$ cat src/rtl/adcps_defs.svh
// register map, field positions, reset values and timing counts
//
// Function
// - calibrate after power-down exit, never after sleep
// - power states never alter configuration registers
// - power-up delay of 8.4e6 cycles before calibration
// - primary calibration lasts 1.0e6 cycles
// - calibration complete flag in link status register
// - host waits for primary calibration first
// - host first writes power-down to power mode
// - host doubles divider unless already eight
// - host writes three tuning registers fixed values
// - host rewrites power mode back to normal
// - host polls calibration flag until set
// - host restores divider unless eight desired
// - device enters link initialization after calibration
// - exit delay 262e3 cycles, then 1e6 calibration
// - host always uses full sequence around power-down
// - two's complement default, offset binary selectable
// - subclass 1 or 0, never subclass 2
// - one or two lanes, multiframe, scrambling
// - link test sequences, no RPAT or JSPAT
// - no idle mode, transport patterns, polarity inversion
// - divider selects 1, 2, 4 or 8
// - divider change restarts link initialization
`ifndef ADCPS_DEFS_SVH
`define ADCPS_DEFS_SVH

`define ADCPS_REG_PWR      8'h02
`define ADCPS_REG_DIV      8'h13
`define ADCPS_REG_TUNA     8'h16
`define ADCPS_REG_TUNB     8'h1e
`define ADCPS_REG_TUNC     8'h28
`define ADCPS_REG_CFG      8'h60
`define ADCPS_REG_KCFG     8'h61
`define ADCPS_REG_LINK     8'h6c

`define ADCPS_ST_CALDONE   0
`define ADCPS_ST_LINKUP    1
`define ADCPS_ST_CALBUSY   2

`define ADCPS_CFG_OFFBIN   0
`define ADCPS_CFG_TWOLANE  1
`define ADCPS_CFG_SCRAM    2
`define ADCPS_CFG_SUB1     3

`define ADCPS_PWR_NORMAL   8'h00
`define ADCPS_PWR_DOWN     8'h01
`define ADCPS_PWR_SLEEP    8'h02
`define ADCPS_DIV_RESET    8'h00
`define ADCPS_DIV_BY8      2'h3
`define ADCPS_CFG_RESET    8'h08
`define ADCPS_K_RESET      8'h14
`define ADCPS_K_MIN1       8'h09
`define ADCPS_K_MIN2       8'h11
`define ADCPS_K_MAX        8'h20

// arbitrary tuning values
`define ADCPS_TUNA_VAL     8'h5a
`define ADCPS_TUNB_VAL     8'h3c
`define ADCPS_TUNC_VAL     8'ha5

// times are in sampling clock cycles; one clock per sample
`define ADCPS_CYC_PER_SMP  1
`define ADCPS_PUP_SMP      8400000
`define ADCPS_CALP_SMP     1000000
`define ADCPS_PDX_SMP      262000
`define ADCPS_CAL_SMP      1000000
`define ADCPS_LINK_SMP     16
`define ADCPS_PUP_CYC      (`ADCPS_PUP_SMP * `ADCPS_CYC_PER_SMP)
`define ADCPS_CALP_CYC     (`ADCPS_CALP_SMP * `ADCPS_CYC_PER_SMP)
`define ADCPS_PDX_CYC      (`ADCPS_PDX_SMP * `ADCPS_CYC_PER_SMP)
`define ADCPS_CAL_CYC      (`ADCPS_CAL_SMP * `ADCPS_CYC_PER_SMP)
`define ADCPS_LINK_CYC     (`ADCPS_LINK_SMP * `ADCPS_CYC_PER_SMP)

`define ADCPS_AXI_CTRL     4'h0
`define ADCPS_AXI_STATUS   4'h4
`define ADCPS_RESP_OKAY    2'h0
`define ADCPS_RESP_SLVERR  2'h2

`endif

$ cat src/rtl/adcps_pkg.sv
// types shared by both ends of the calibration sequencer
package adcps_pkg;

  typedef enum logic [3:0] {
    DEV_WAIT  = 4'h0,
    DEV_PUP   = 4'h1,
    DEV_CALP  = 4'h2,
    DEV_LINK  = 4'h3,
    DEV_RUN   = 4'h4,
    DEV_PD    = 4'h5,
    DEV_PDX   = 4'h6,
    DEV_CAL   = 4'h7,
    DEV_SLEEP = 4'h8
  } adcps_dev_state_t;

  typedef enum logic [3:0] {
    HST_IDLE  = 4'h0,
    HST_POLLP = 4'h1,
    HST_PD    = 4'h2,
    HST_DIV   = 4'h3,
    HST_TUNA  = 4'h4,
    HST_TUNB  = 4'h5,
    HST_TUNC  = 4'h6,
    HST_NORM  = 4'h7,
    HST_POLLC = 4'h8,
    HST_REST  = 4'h9
  } adcps_hst_state_t;

  typedef enum logic [2:0] {
    TP_NONE   = 3'h0,
    TP_D215   = 3'h1,
    TP_K285   = 3'h2,
    TP_ILA    = 3'h3,
    TP_PRBS7  = 3'h4,
    TP_PRBS23 = 3'h5,
    TP_RAMP   = 3'h6
  } adcps_test_t;

endpackage

$ cat src/rtl/adcps_if.sv
// configuration port between host controller and converter
`timescale 1ns/1ps
interface adcps_if;
  logic       wrEn;
  logic       rdEn;
  logic [7:0] addr;
  logic [7:0] wdata;
  logic [7:0] rdata;
  logic       rdValid;

  modport dev  (input wrEn, rdEn, addr, wdata, output rdata, rdValid);
  modport host (output wrEn, rdEn, addr, wdata, input rdata, rdValid);
endinterface

$ cat src/rtl/adcps_dev_end.sv
// converter power, calibration and link-configuration sequencer
`timescale 1ns/1ps
`include "adcps_defs.svh"
module adcps_dev_end
  import adcps_pkg::*;
#(
  parameter int unsigned PUP_CYC  = `ADCPS_PUP_CYC,
  parameter int unsigned CALP_CYC = `ADCPS_CALP_CYC,
  parameter int unsigned PDX_CYC  = `ADCPS_PDX_CYC,
  parameter int unsigned CAL_CYC  = `ADCPS_CAL_CYC
)(
  input  wire logic        clock,
  input  wire logic        resetn,
  adcps_if.dev             cfg,
  input  wire logic        supplyOk,
  input  wire logic        clockOk,
  input  wire logic [15:0] sampleIn,
  output logic      [15:0] sampleOut,
  output logic             calDone,
  output logic             linkInit,
  output logic             linkUp,
  output logic             powerDown,
  output logic             sleepMode,
  output logic             twoLanes,
  output logic             scrambleEn,
  output logic             subclassOne,
  output logic             ilaForce,
  output logic      [5:0]  multiframeK,
  output logic      [1:0]  divCode
);
  adcps_dev_state_t st_q;
  logic [1:0]  supSync_q, clkSync_q;
  logic        pinsOk, pdReq, slReq, nrm, tmo, divChg, wrPwrNrm;
  logic        calDone_q, calBusy_q, setCal, clrCal;
  logic [23:0] cnt_q, lim;
  logic [7:0]  pwr_q, div_q, tunA_q, tunB_q, tunC_q, cfg_q, kRaw_q;
  logic [7:0]  kMin, rdMux, rdata_q;
  logic        rdValid_q;
  logic [2:0]  tpIn;
  adcps_test_t tp;
  logic [6:0]  prbs7_q;
  logic [22:0] prbs23_q;
  logic [15:0] ramp_q, fmt;

  // pins are asynchronous to the sampling clock
  always_ff @(posedge clock or negedge resetn) begin
    if (!resetn) begin
      supSync_q <= 2'h0;
      clkSync_q <= 2'h0;
    end else begin
      supSync_q <= {supSync_q[0], supplyOk};
      clkSync_q <= {clkSync_q[0], clockOk};
    end
  end
  assign pinsOk = supSync_q[1] && clkSync_q[1];

  assign pdReq  = (pwr_q == `ADCPS_PWR_DOWN);
  assign slReq  = (pwr_q == `ADCPS_PWR_SLEEP);
  assign nrm    = !pdReq && !slReq;
  assign divChg = cfg.wrEn && cfg.addr == `ADCPS_REG_DIV
                  && cfg.wdata[1:0] != div_q[1:0];
  assign wrPwrNrm = cfg.wrEn && cfg.addr == `ADCPS_REG_PWR
                    && cfg.wdata == `ADCPS_PWR_NORMAL;
  // unsupported pattern codes fall back to normal data
  assign tpIn = (cfg.wdata[6:4] > TP_RAMP) ? TP_NONE : cfg.wdata[6:4];

  // register file: only writes change it, power states never do
  always_ff @(posedge clock or negedge resetn) begin
    if (!resetn) begin
      pwr_q  <= `ADCPS_PWR_NORMAL;
      div_q  <= `ADCPS_DIV_RESET;
      tunA_q <= 8'h00;
      tunB_q <= 8'h00;
      tunC_q <= 8'h00;
      cfg_q  <= `ADCPS_CFG_RESET;
      kRaw_q <= `ADCPS_K_RESET;
    end else if (cfg.wrEn) begin
      case (cfg.addr)
        `ADCPS_REG_PWR:  pwr_q  <= cfg.wdata;
        `ADCPS_REG_DIV:  div_q  <= {6'h00, cfg.wdata[1:0]};
        `ADCPS_REG_TUNA: tunA_q <= cfg.wdata;
        `ADCPS_REG_TUNB: tunB_q <= cfg.wdata;
        `ADCPS_REG_TUNC: tunC_q <= cfg.wdata;
        // subclass bit picks 1 or 0 only; no idle or polarity bits exist
        `ADCPS_REG_CFG:  cfg_q  <= {1'b0, tpIn, cfg.wdata[3:0]};
        `ADCPS_REG_KCFG: kRaw_q <= cfg.wdata;
        default: ;
      endcase
    end
  end

  always_comb begin
    lim = 24'h000001;
    unique case (st_q)
      DEV_PUP:  lim = 24'(PUP_CYC);
      DEV_CALP: lim = 24'(CALP_CYC);
      DEV_PDX:  lim = 24'(PDX_CYC);
      DEV_CAL:  lim = 24'(CAL_CYC);
      DEV_LINK: lim = 24'(`ADCPS_LINK_CYC);
      default:  lim = 24'h000001;
    endcase
  end
  assign tmo = (cnt_q == lim - 24'h000001);

  // power and calibration sequencing; losing supply or clock restarts it
  always_ff @(posedge clock or negedge resetn) begin
    if (!resetn) begin
      st_q  <= DEV_WAIT;
      cnt_q <= 24'h000000;
    end else begin
      cnt_q <= cnt_q + 24'h000001;
      if (!pinsOk) begin
        st_q  <= DEV_WAIT;
        cnt_q <= 24'h000000;
      end else begin
        unique case (st_q)
          DEV_WAIT: begin
            st_q  <= DEV_PUP;
            cnt_q <= 24'h000000;
          end
          DEV_PUP: if (tmo) begin
            st_q  <= DEV_CALP;
            cnt_q <= 24'h000000;
          end
          DEV_CALP: if (tmo) begin
            st_q  <= DEV_LINK;
            cnt_q <= 24'h000000;
          end
          DEV_LINK, DEV_RUN: begin
            if (pdReq) begin
              st_q <= DEV_PD;
            end else if (slReq) begin
              st_q <= DEV_SLEEP;
            end else if (divChg) begin
              st_q  <= DEV_LINK;
              cnt_q <= 24'h000000;
            end else if (st_q == DEV_LINK && tmo) begin
              st_q <= DEV_RUN;
            end
          end
          DEV_PD: if (nrm) begin
            st_q  <= DEV_PDX;
            cnt_q <= 24'h000000;
          end
          DEV_PDX: if (tmo) begin
            st_q  <= DEV_CAL;
            cnt_q <= 24'h000000;
          end
          DEV_CAL: if (tmo) begin
            st_q  <= DEV_LINK;
            cnt_q <= 24'h000000;
          end
          DEV_SLEEP: if (nrm) begin
            st_q  <= DEV_LINK;
            cnt_q <= 24'h000000;
          end
          default: st_q <= DEV_WAIT;
        endcase
      end
    end
  end

  assign setCal = pinsOk && tmo && (st_q == DEV_CALP || st_q == DEV_CAL);
  // cleared on the very write that ends power-down, so a read right
  // behind that write cannot see the flag from the last calibration
  assign clrCal = st_q == DEV_WAIT || (st_q == DEV_PD && (nrm || wrPwrNrm));

  always_ff @(posedge clock or negedge resetn) begin
    if (!resetn) begin
      calDone_q <= 1'b0;
    end else if (setCal) begin
      calDone_q <= 1'b1;
    end else if (clrCal) begin
      calDone_q <= 1'b0;
    end
  end

  always_ff @(posedge clock or negedge resetn) begin
    if (!resetn) begin
      calBusy_q <= 1'b0;
      linkInit  <= 1'b0;
      linkUp    <= 1'b0;
      powerDown <= 1'b0;
      sleepMode <= 1'b0;
    end else begin
      calBusy_q <= st_q == DEV_PUP || st_q == DEV_CALP
                   || st_q == DEV_PDX || st_q == DEV_CAL;
      linkInit  <= st_q == DEV_LINK;
      linkUp    <= st_q == DEV_RUN;
      powerDown <= st_q == DEV_PD;
      sleepMode <= st_q == DEV_SLEEP;
    end
  end
  assign calDone = calDone_q;

  always_comb begin
    unique case (cfg.addr)
      `ADCPS_REG_PWR:  rdMux = pwr_q;
      `ADCPS_REG_DIV:  rdMux = div_q;
      `ADCPS_REG_TUNA: rdMux = tunA_q;
      `ADCPS_REG_TUNB: rdMux = tunB_q;
      `ADCPS_REG_TUNC: rdMux = tunC_q;
      `ADCPS_REG_CFG:  rdMux = cfg_q;
      `ADCPS_REG_KCFG: rdMux = kRaw_q;
      `ADCPS_REG_LINK: rdMux = {5'h00, calBusy_q, linkUp, calDone_q};
      default:         rdMux = 8'h00;
    endcase
  end

  always_ff @(posedge clock or negedge resetn) begin
    if (!resetn) begin
      rdata_q   <= 8'h00;
      rdValid_q <= 1'b0;
    end else begin
      rdValid_q <= cfg.rdEn;
      if (cfg.rdEn) begin
        rdata_q <= rdMux;
      end
    end
  end
  assign cfg.rdata   = rdata_q;
  assign cfg.rdValid = rdValid_q;

  // multiframe length held inside the range that the lane count allows
  assign kMin = cfg_q[`ADCPS_CFG_TWOLANE] ? `ADCPS_K_MIN2 : `ADCPS_K_MIN1;
  always_ff @(posedge clock or negedge resetn) begin
    if (!resetn) begin
      multiframeK <= 6'h00;
      twoLanes    <= 1'b0;
      scrambleEn  <= 1'b0;
      subclassOne <= 1'b0;
      divCode     <= 2'h0;
    end else begin
      multiframeK <= (kRaw_q < kMin) ? kMin[5:0] :
                     (kRaw_q > `ADCPS_K_MAX) ? 6'h20 : kRaw_q[5:0];
      twoLanes    <= cfg_q[`ADCPS_CFG_TWOLANE];
      scrambleEn  <= cfg_q[`ADCPS_CFG_SCRAM];
      subclassOne <= cfg_q[`ADCPS_CFG_SUB1];
      divCode     <= div_q[1:0];
    end
  end

  // sample path: formatting happens ahead of framing and encoding
  assign tp  = adcps_test_t'(cfg_q[6:4]);
  assign fmt = cfg_q[`ADCPS_CFG_OFFBIN] ? {~sampleIn[15], sampleIn[14:0]}
                                        : sampleIn;
  always_ff @(posedge clock or negedge resetn) begin
    if (!resetn) begin
      prbs7_q   <= 7'h7f;
      prbs23_q  <= 23'h7fffff;
      ramp_q    <= 16'h0000;
      sampleOut <= 16'h0000;
      ilaForce  <= 1'b0;
    end else begin
      prbs7_q  <= {prbs7_q[5:0], prbs7_q[6] ^ prbs7_q[5]};
      prbs23_q <= {prbs23_q[21:0], prbs23_q[22] ^ prbs23_q[17]};
      ramp_q   <= ramp_q + 16'h0001;
      ilaForce <= tp == TP_ILA;
      if (st_q != DEV_RUN && st_q != DEV_LINK) begin
        sampleOut <= 16'h0000;
      end else begin
        unique case (tp)
          TP_D215:   sampleOut <= 16'hb5b5;
          TP_K285:   sampleOut <= 16'hbcbc;
          TP_PRBS7:  sampleOut <= {9'h000, prbs7_q};
          TP_PRBS23: sampleOut <= prbs23_q[15:0];
          TP_RAMP:   sampleOut <= ramp_q;
          default:   sampleOut <= fmt;
        endcase
      end
    end
  end
endmodule

$ cat src/flat_wrapper.sv
// flat-port wrapper written by rule: the top's interface ports become plain ports
module adcps_dev_end_flat import adcps_pkg::*;
#(
  parameter int unsigned PUP_CYC  = `ADCPS_PUP_CYC,
  parameter int unsigned CALP_CYC = `ADCPS_CALP_CYC,
  parameter int unsigned PDX_CYC  = `ADCPS_PDX_CYC,
  parameter int unsigned CAL_CYC  = `ADCPS_CAL_CYC
)
  (clock, resetn, supplyOk, clockOk, sampleIn, sampleOut, calDone, linkInit, linkUp, powerDown, sleepMode, twoLanes, scrambleEn, subclassOne, ilaForce, multiframeK, divCode, cfg_wrEn, cfg_rdEn, cfg_addr, cfg_wdata, cfg_rdata, cfg_rdValid);
  adcps_if cfg_i ();
  input  wire logic clock;
  input  wire logic resetn;
  input  wire logic supplyOk;
  input  wire logic clockOk;
  input  wire logic [15:0] sampleIn;
  output logic      [15:0] sampleOut;
  output logic calDone;
  output logic linkInit;
  output logic linkUp;
  output logic powerDown;
  output logic sleepMode;
  output logic twoLanes;
  output logic scrambleEn;
  output logic subclassOne;
  output logic ilaForce;
  output logic      [5:0] multiframeK;
  output logic      [1:0] divCode;
  input wire logic [$bits(cfg_i.wrEn)-1:0] cfg_wrEn;
  input wire logic [$bits(cfg_i.rdEn)-1:0] cfg_rdEn;
  input wire logic [$bits(cfg_i.addr)-1:0] cfg_addr;
  input wire logic [$bits(cfg_i.wdata)-1:0] cfg_wdata;
  output wire logic [$bits(cfg_i.rdata)-1:0] cfg_rdata;
  output wire logic [$bits(cfg_i.rdValid)-1:0] cfg_rdValid;
  assign cfg_i.wrEn = cfg_wrEn;
  assign cfg_i.rdEn = cfg_rdEn;
  assign cfg_i.addr = cfg_addr;
  assign cfg_i.wdata = cfg_wdata;
  assign cfg_rdata = cfg_i.rdata;
  assign cfg_rdValid = cfg_i.rdValid;
  adcps_dev_end #(.PUP_CYC(PUP_CYC), .CALP_CYC(CALP_CYC), .PDX_CYC(PDX_CYC), .CAL_CYC(CAL_CYC)) u_core (.clock(clock), .resetn(resetn), .cfg(cfg_i), .supplyOk(supplyOk), .clockOk(clockOk), .sampleIn(sampleIn), .sampleOut(sampleOut), .calDone(calDone), .linkInit(linkInit), .linkUp(linkUp), .powerDown(powerDown), .sleepMode(sleepMode), .twoLanes(twoLanes), .scrambleEn(scrambleEn), .subclassOne(subclassOne), .ilaForce(ilaForce), .multiframeK(multiframeK), .divCode(divCode));
endmodule
$ cat config.mk
export PLATFORM = sky130hd
export DESIGN_NAME = adcps_dev_end_flat
export DESIGN_NICKNAME = d
export VERILOG_FILES = /design/src/rtl/adcps_pkg.sv /design/src/rtl/adcps_if.sv /design/src/rtl/adcps_dev_end.sv /design/src/flat_wrapper.sv
export VERILOG_INCLUDE_DIRS = /design/src /design/src/rtl
export SDC_FILE = /design/constraint.sdc
export NUM_CORES = 1
export LEC_CHECK = 0
export ABC_AREA = 1
export BUFFER_PORTS_ARGS = -buffer_cell sky130_fd_sc_hd__buf_2
export CAP_MARGIN = 10
export CORE_MARGIN = 3
export CORE_UTILIZATION = 60
export CTS_CLUSTER_SIZE = 12
export DETAILED_ROUTE_END_ITERATION = 10
export GPL_ROUTABILITY_DRIVEN = 0
export GPL_TIMING_DRIVEN = 0
export PLACE_DENSITY = 0.81
export SKIP_LAST_GASP = 1
export SYNTH_ARGS = -nofsm -noshare
export SYNTH_HDL_FRONTEND = slang
export SYNTH_SLANG_ARGS = --single-unit
$ cat constraint.sdc
create_clock -name clock -period 5.6 [get_ports clock]
set_input_delay 0.28 -clock clock [delete_from_list [all_inputs] [get_ports clock]]
set_output_delay 0.28 -clock clock [all_outputs]
set_load 0.1 [all_outputs]
==> results by group, run 1 <==
Final layout
  – # diodes: 0
  – Ratio of cells with drive above 1 in the final layout: about 17%
  – P&R area growth vs syn: 16.5%
  – NumNets Final: 1002
  – Number of inserted filler cells in the final layout: 948

Pwr
  – Clock share of power: 41.8%
  – Total power draw: about 2700 uW
  – Share of total power in sequential cells: 47.1%
  – Leakage power of the design: ~0.0045 uW
  – Combinational cell fraction of total power: 11.0%
  – Switching pwr: 727 uW
  – Switch share: 26.6%
  – Worst VDD drop: between 200 and 250 uV
  – PwrDens: 308 nW/um^2
  – Internal power summed over all cells: between 2000 and 2500 uW

Timing
  – Fin worst setup slack: roughly 3.1 ns
  – Hold violation total from the final report: 0
  – Highest attainable clock frequency: between 300 and 400 MHz
  – RSZ-0062 raised after global routing: no
  – Time the final worst path needs with I/O delays and setup: 2.51 ns
  – Post-route fraction of the period consumed by the critical path: 44.9%
  – Transition time of the tightest slew-check pin: 0.990 ns
  – Clock Skews: 0.00722 ns
  – Worst-case headroom to the max-slew limit: 33.3%
  – Endpoints failing setup: 0
  – Max Transition Viols Final: 0
  – Aggregate negative setup slack: 0 ns

Global routing
  – Global-route wire length before repair: 29600 microns
  – Maximum number of pins on one net before global-route repair: 92
  – Number of global-route vias before repair: roughly 6200
  – GR Overflow Total: 0
  – Initial antenna violation count: 0
  – Overall routing resource usage: 26.8%

Drt
  – Per-cell routed wire length: around 16 microns
  – Count of routing violations after the opening detailed-route iteration: roughly 650
  – DR vias/cell: roughly 5.5
  – Pre-Repair DR Iteration Count: 6
  – Number of remaining DRC errors: 0
  – DR vias: 6293
  – Antenna violation net count after detailed routing: 0
  – Wire length reported by the detailed router: 17900 microns

Setup path
  – Crit path launch type: flip-flop
  – CP Max Fanout: 10
  – Worst setup path startpoint: u_core.st_q[2]
  – Signal arrival time at the worst endpoint: 2.86 ns
  – Required time reported for the critical path endpoint: 5.94 ns
  – Category of the most critical setup path: flip-flop to flip-flop
  – Element type at the critical path end: flip-flop
  – Startpoint of the most critical register-to-register path: u_core.st_q[2]

Clock tree
  – H-tree depth: 4
  – Clk Tree Root Cell: clkbuf_16
  – Deepest clock path buffer count: 2
  – Worst-skew pair later-pin latency: ~0.43 ns
  – Clock buffers created by TritonCTS: 17
  – # clock sinks: between 150 and 200
  – Post-CTS sizing: 0
  – Clock-pin slew of the registers on the worst-case setup and hold paths: ~0.060 ns
  – Clock tree from TritonCTS: done

Min path
  – Launch point of the worst hold path: cfg_rdEn
  – Tightest Hold Check Type: primary input to flip-flop

Run status
  – Result of the run: finished clean

Die
  – Vertical extent of the die: 119 microns
  – Cell row count: 40
  – Starting utilization of the core area: 62.4%
  – Die area: 14100 sq um
  – Area of the core: 12200 sq um
  – I/O pin cnt: 80
  – Die X: 119 microns

Yosys
  – Number of register bits inferred by synthesis: 170
  – Cell type with the highest aggregate area in the netlist: dfrtp_1
  – Number of flops mapped to enable cells by yosys: 0
  – Gate Count Post-Synth: 858
  – Register area share after synthesis: 56.4%
  – Mean cell area of the mapped netlist: 8.88 sq um
  – Largest cells by area after synthesis: dfrtp_1 (45%), dfstp_2 (11%), nand2_1 (9.2%)
  – Ys async rst share: 100%
  – Summed instance area of the synthesized netlist: 7620 sq um
  – Nets in the synthesized netlist: 900
  – Count of unique library cells instantiated by Yosys: 41
  – Yosys warnings: 0
  – Dominant synthesized flop cell: dfrtp_1
  – Area fraction of the dominant cell type after synthesis: between 40 and 50%

Flow run
  – Number of violations of the max-capacitance limit: 0

Placed design
  – Dpl ws: 3.16 ns
  – Detailed placement HPWL: 12700 microns
  – Port Buf Inserts: 79
## synthesized netlist by cell type, types with 2 or more instances
cell,n
nand2_1,186
nand3_1,46
nor3_1,17
inv_1,119
dfrtp_1,137
o2111ai_1,3
xnor2_1,5
xor2_1,28
a41oi_1,5
a31oi_1,3
nor2_1,94
or2_2,5
o31ai_1,2
o21ai_0,67
dfstp_2,33
mux2_2,2
a211oi_1,2
nand4_1,18
o211ai_1,2
nor4_1,4
ha_1,4
nor2_2,4
o21a_1,8
a221oi_1,13
nand2_2,4
a21oi_1,11
inv_2,4
clkbuf_1,10
o22ai_1,10
## routing by layer
metal / vias up / part of all wire (%) / global-route usage, %
li1: 2988 / - / -
met1: 2991 / 43 / 34.9
met2: 272 / 47 / 42.6
met3: 42 / 7.1 / 6.46
met4: 0 / 3.1 / 12.5
met5: - / 0 / 0
## flip-flops by register name, indices dropped and copies added, names as in the netlist, 4 cells and up
register,flops
u_core.cfg.rdata,8
u_core.cfg_q,7
u_core.cnt_q,24
u_core.kRaw_q,8
u_core.multiframeK,6
u_core.prbs23_q,23
u_core.prbs7_q,7
u_core.pwr_q,8
u_core.ramp_q,16
u_core.sampleOut,16
u_core.st_q,4
u_core.tunA_q,8
u_core.tunB_q,8
u_core.tunC_q,8
## final timing paths
kind / to / slack, ns / cells after the start
min: u_core.cfg.rdValid / 0.03 / 1
max: u_core.sampleOut[4] / 3.09 / 8
max reg2reg: u_core.sampleOut[4] / 3.09 / 8
min reg2reg: u_core.supSync_q[1] / 0.35 / 0
max in group asynchronous: u_core.prbs7_q[0] / 4.34 / 3
min in group asynchronous: u_core.ramp_q[13] / 0.42 / 2
## kinds of logic (layout without fill, tap and decap cells)
family	after synthesis	in the layout	synth area share, %
adders and majority gates	4	4	0.657
and+or+nand+nor	383	383	21.4
xor gates and xnor gates	33	33	3.79
AOI/OAI and AO/OA	130	130	10.7
muxes	2	2	0.295
buffers and inverters	136	251	6.85
DFF	170	170	56.4
## stage by stage
stage	utilization (%)	area, sq um	hold slack [ns]	instances
2_1_floorplan	-	7620	-0.0156	858
3_3_place_gp	67.4	8230	0.332	1105
4_1_cts	72.7	8880	0.0229	1141
5_1_grt	72.7	8880	0.0211	1141
6_report	72.7	8880	0.0313	1141
3_5_place_dp	67.7	8260	0.305	1106
## cell type report
cell class	instances	area, sq um	area share, %
well taps	168	210	2.37
clock buffers	24	536	6.03
flip-flops and latches	170	4300	48.4
multi-input cells	552	2800	31.6
inverters	123	462	5.20
repair buffers	83	463	5.21
clock inverters	8	52.6	0.592
plain buffers	13	60.1	0.676
## worst max-delay path, stage by stage, from the launching register on
cell and delay, ns:
dfrtp_1 0.47, nor2_2 0.24, inv_2 0.06, nor2_1 0.34, nor2_1 0.33, inv_1 0.17
clkbuf_1 0.40, o21ai_0 0.20, a41oi_1 0.21
## layout by cell type, fill, tap and decap left out, types with 3 or more instances in the layout
cell and instances:
a31oi_1 3, dfrtp_1 137, clkinv_2 4, inv_2 4, nor2_2 4, nor4_1 4
a21oi_1 11, nand3_1 46, o21a_1 8, o2111ai_1 3, o21ai_0 67, nand4_1 18
dfstp_2 33, ha_1 4, xnor2_1 5, a221oi_1 13, xor2_1 28, clkbuf_16 20
inv_1 119, clkbuf_1 12, dlygate4sd3_1 3, nand2_2 4, or2_2 5, a41oi_1 5
buf_2 78, o22ai_1 10, nand2_1 186, nor2_1 94, nor3_1 17
## power groups by stage
stage	clock, uW	sequential, uW	combinational (uW)
floorplan	0	1370	130
global placement	0	1310	288
detailed placement	0	1310	296
CTS	1160	1290	302
global route	1220	1290	331
finish	1150	1290	302
## timing repair
item | in CTS | in global routing
hold buffers | 3 | 0
endpoints found under the hold margin | 74 | 0
setup buffers | 0 | 0
Power figures use the tool's default switching activity.
==> run 2, diff against run 1 <==
Settings changed: CORE_UTILIZATION 60 to 53, PLACE_DENSITY 0.81 to 0.76.
Clock period 5.6 ns to 2.2 ns, I/O delays scaled along.
==> results by group, run 2 (synthesis gave the netlist of run 1 again) <==
Run status
  – Result of the run: finished clean

Global routing
  – GR Overflow Total: 0
  – Global-route wire length before repair: 30200 microns
  – Initial antenna violation count: 0
  – Number of global-route vias before repair: 6096
  – Overall routing resource usage: around a quarter
  – Maximum number of pins on one net before global-route repair: 126

Drt
  – Per-cell routed wire length: between 15 and 20 microns
  – Pre-Repair DR Iteration Count: 5
  – DR vias/cell: 5.35
  – Number of remaining DRC errors: 0
  – DR vias: approximately 6300
  – Antenna violation net count after detailed routing: 0
  – Count of routing violations after the opening detailed-route iteration: just over 500
  – Wire length reported by the detailed router: 18000 microns

Final layout
  – Multi-input logic area: 2910 sq um
  – Number of inserted filler cells in the final layout: 1122
  – P&R area growth vs syn: 21.7%
  – Commonest cells after routing, fill and taps aside: nand2_1 (181), dfrtp_1 (134), inv_1 (116)
  – Register cell area after layout: 4300 sq um
  – Top flop regs: u_core.cnt_q (24), u_core.prbs23_q (23)
  – # diodes: 0
  – Ratio of cells with drive above 1 in the final layout: around 20%
  – Cell Count, Final, Fillers Out: 1181
  – Number of flip-flops in the largest register: 24
  – Most common library cell in the layout ignoring fill and taps: nand2_1
  – NumNets Final: 1031
  – Final std cell area, no fill: 9270 sq um
  – Register bank with the most flops: u_core.cnt_q

Pwr
  – Worst VDD drop: ~550 uV
  – PwrDens: 754 nW/um^2
  – Leakage power of the design: 0.00464 uW

Timing
  – Worst-case headroom to the max-slew limit: 45.4%
  – Clock Skews: 0.00955 ns
  – Highest attainable clock frequency: between 400 and 500 MHz
  – Time the final worst path needs with I/O delays and setup: about 2.2 ns
  – Worst hold-check slack: 0.0231 ns
  – RSZ-0062 raised after global routing: yes
  – Aggregate negative setup slack: 0 ns
  – Max Transition Viols Final: 0
  – Endpoints failing setup: 0
  – Post-route fraction of the period consumed by the critical path: 99.0%
  – Transition time of the tightest slew-check pin: between 0.8 and 0.9 ns
  – Hold violation total from the final report: 0

Setup path
  – CP Max Fanout: 10
  – Signal arrival time at the worst endpoint: about 2.5 ns
  – Element type at the critical path end: flip-flop
  – Category of the most critical setup path: flip-flop to flip-flop
  – Required time reported for the critical path endpoint: around 2.5 ns
  – Crit path launch type: flip-flop
  – Reg-to-reg slack, setup: 0.02 ns

Clock tree
  – H-tree depth: 4
  – Worst-skew pair later-pin latency: 0.43 ns
  – Clk Tree Root Cell: clkbuf_16
  – Clock tree from TritonCTS: done
  – Clock buffers created by TritonCTS: 17
  – # clock sinks: 170
  – Clock-pin slew of the registers on the worst-case setup and hold paths: 0.07 ns
  – Deepest clock path buffer count: 2

Placed design
  – Port Buf Inserts: 79
  – Post-placement cell area: just over 8000 sq um
  – DP Cell Count: 1118
  – Detailed placement HPWL: 12600 microns

Min path
  – Tightest Hold Check Type: primary input to flip-flop

Die
  – Cell row count: 43
  – Vertical extent of the die: approximately 130 microns
  – Die area: 15900 sq um
  – I/O pin cnt: 80
  – Die X: between 100 and 150 microns
  – Area of the core: 14000 sq um
  – Starting utilization of the core area: 54.5%

Flow run
  – Number of violations of the max-capacitance limit: 0
-- run 2: cell count changes in the layout (fill, tap and decap cells not counted), sizes merged --
| cell | delta |
|---|---|
| clkinvlp | +2 |
| clkinv | -4 |
| dlygate4sd3 | +18 |
| buf | +12 |
| clkbuf | -4 |
| inv | +4 |
-- run 2: routing by layer --
| layer | part of all wire [%] | track usage [%] |
|---|---|---|
| met4 | 1.8 | 7.44 |
| met1 | 45 | 33.5 |
| met5 | 0 | 0 |
| met2 | 47 | 37.2 |
| met3 | 5.7 | 4.96 |
-- run 2: metrics by stage --
stage               setup WS (ns)  total power [uW]  utilization (%)
CTS                     -0.000772              7000             65.6
finish                     0.0218              6990             66.3
global placement            -1.49              4060             58.9
floorplan                   0.213              3830                -
global route               -0.115              7270             66.3
detailed placement         -0.231              4090             59.2
-- run 2: report_power, final --
| group | switching (uW) | internal, uW |
|---|---|---|
| clock | 1260 | 1600 |
| combinational | 606 | 251 |
| sequential | 56.8 | 3220 |
| total | 1920 | 5070 |
-- run 2: final timing paths --
| kind | startpoint | endpoint | depth (start not counted) |
|---|---|---|---|
| max | u_core.st_q[2] | u_core.cnt_q[11] | 16 |
| min | sampleIn[5] | u_core.sampleOut[5] | 3 |
| max reg2reg | u_core.st_q[2] | u_core.cnt_q[11] | 16 |
| min reg2reg | u_core.supSync_q[0] | u_core.supSync_q[1] | 0 |
| max in group asynchronous | resetn | u_core.st_q[0] | 3 |
| min in group asynchronous | resetn | u_core.subclassOne | 2 |
-- run 2: repair_timing --
item,4_1_cts,5_1_grt
endpoints found under the hold margin,72,0
resized for setup,26,18
setup endpoints to repair,37,31
pin swaps,4,7
setup buffers,7,5
hold buffers,21,0
-- run 2: area by class of cell --
type | count | share of cell area, %
sequential | 170 | 46.4
buffer | 12 | 0.661
multi-input combinational | 552 | 31.4
clock buffer | 21 | 5.21
inverter | 123 | 5.03
clock inverter | 10 | 0.877
timing repair buffer | 113 | 7.99
tap | 180 | 2.43
-- run 2: worst max-delay path, cell delays in order, from the launching register on --
cell	delay [ns]
dfrtp_2	0.46
inv_2	0.08
nor2_4	0.14
nand2_1	0.12
nand2_2	0.11
nor2_1	0.04
nor2_1	0.08
nand2_1	0.05
nor2_1	0.08
nand2_1	0.07
nor2_2	0.14
nand3_2	0.13
a21oi_4	0.19
nand2_4	0.12
buf_6	0.16
nand2_1	0.06
inv_1	0.04
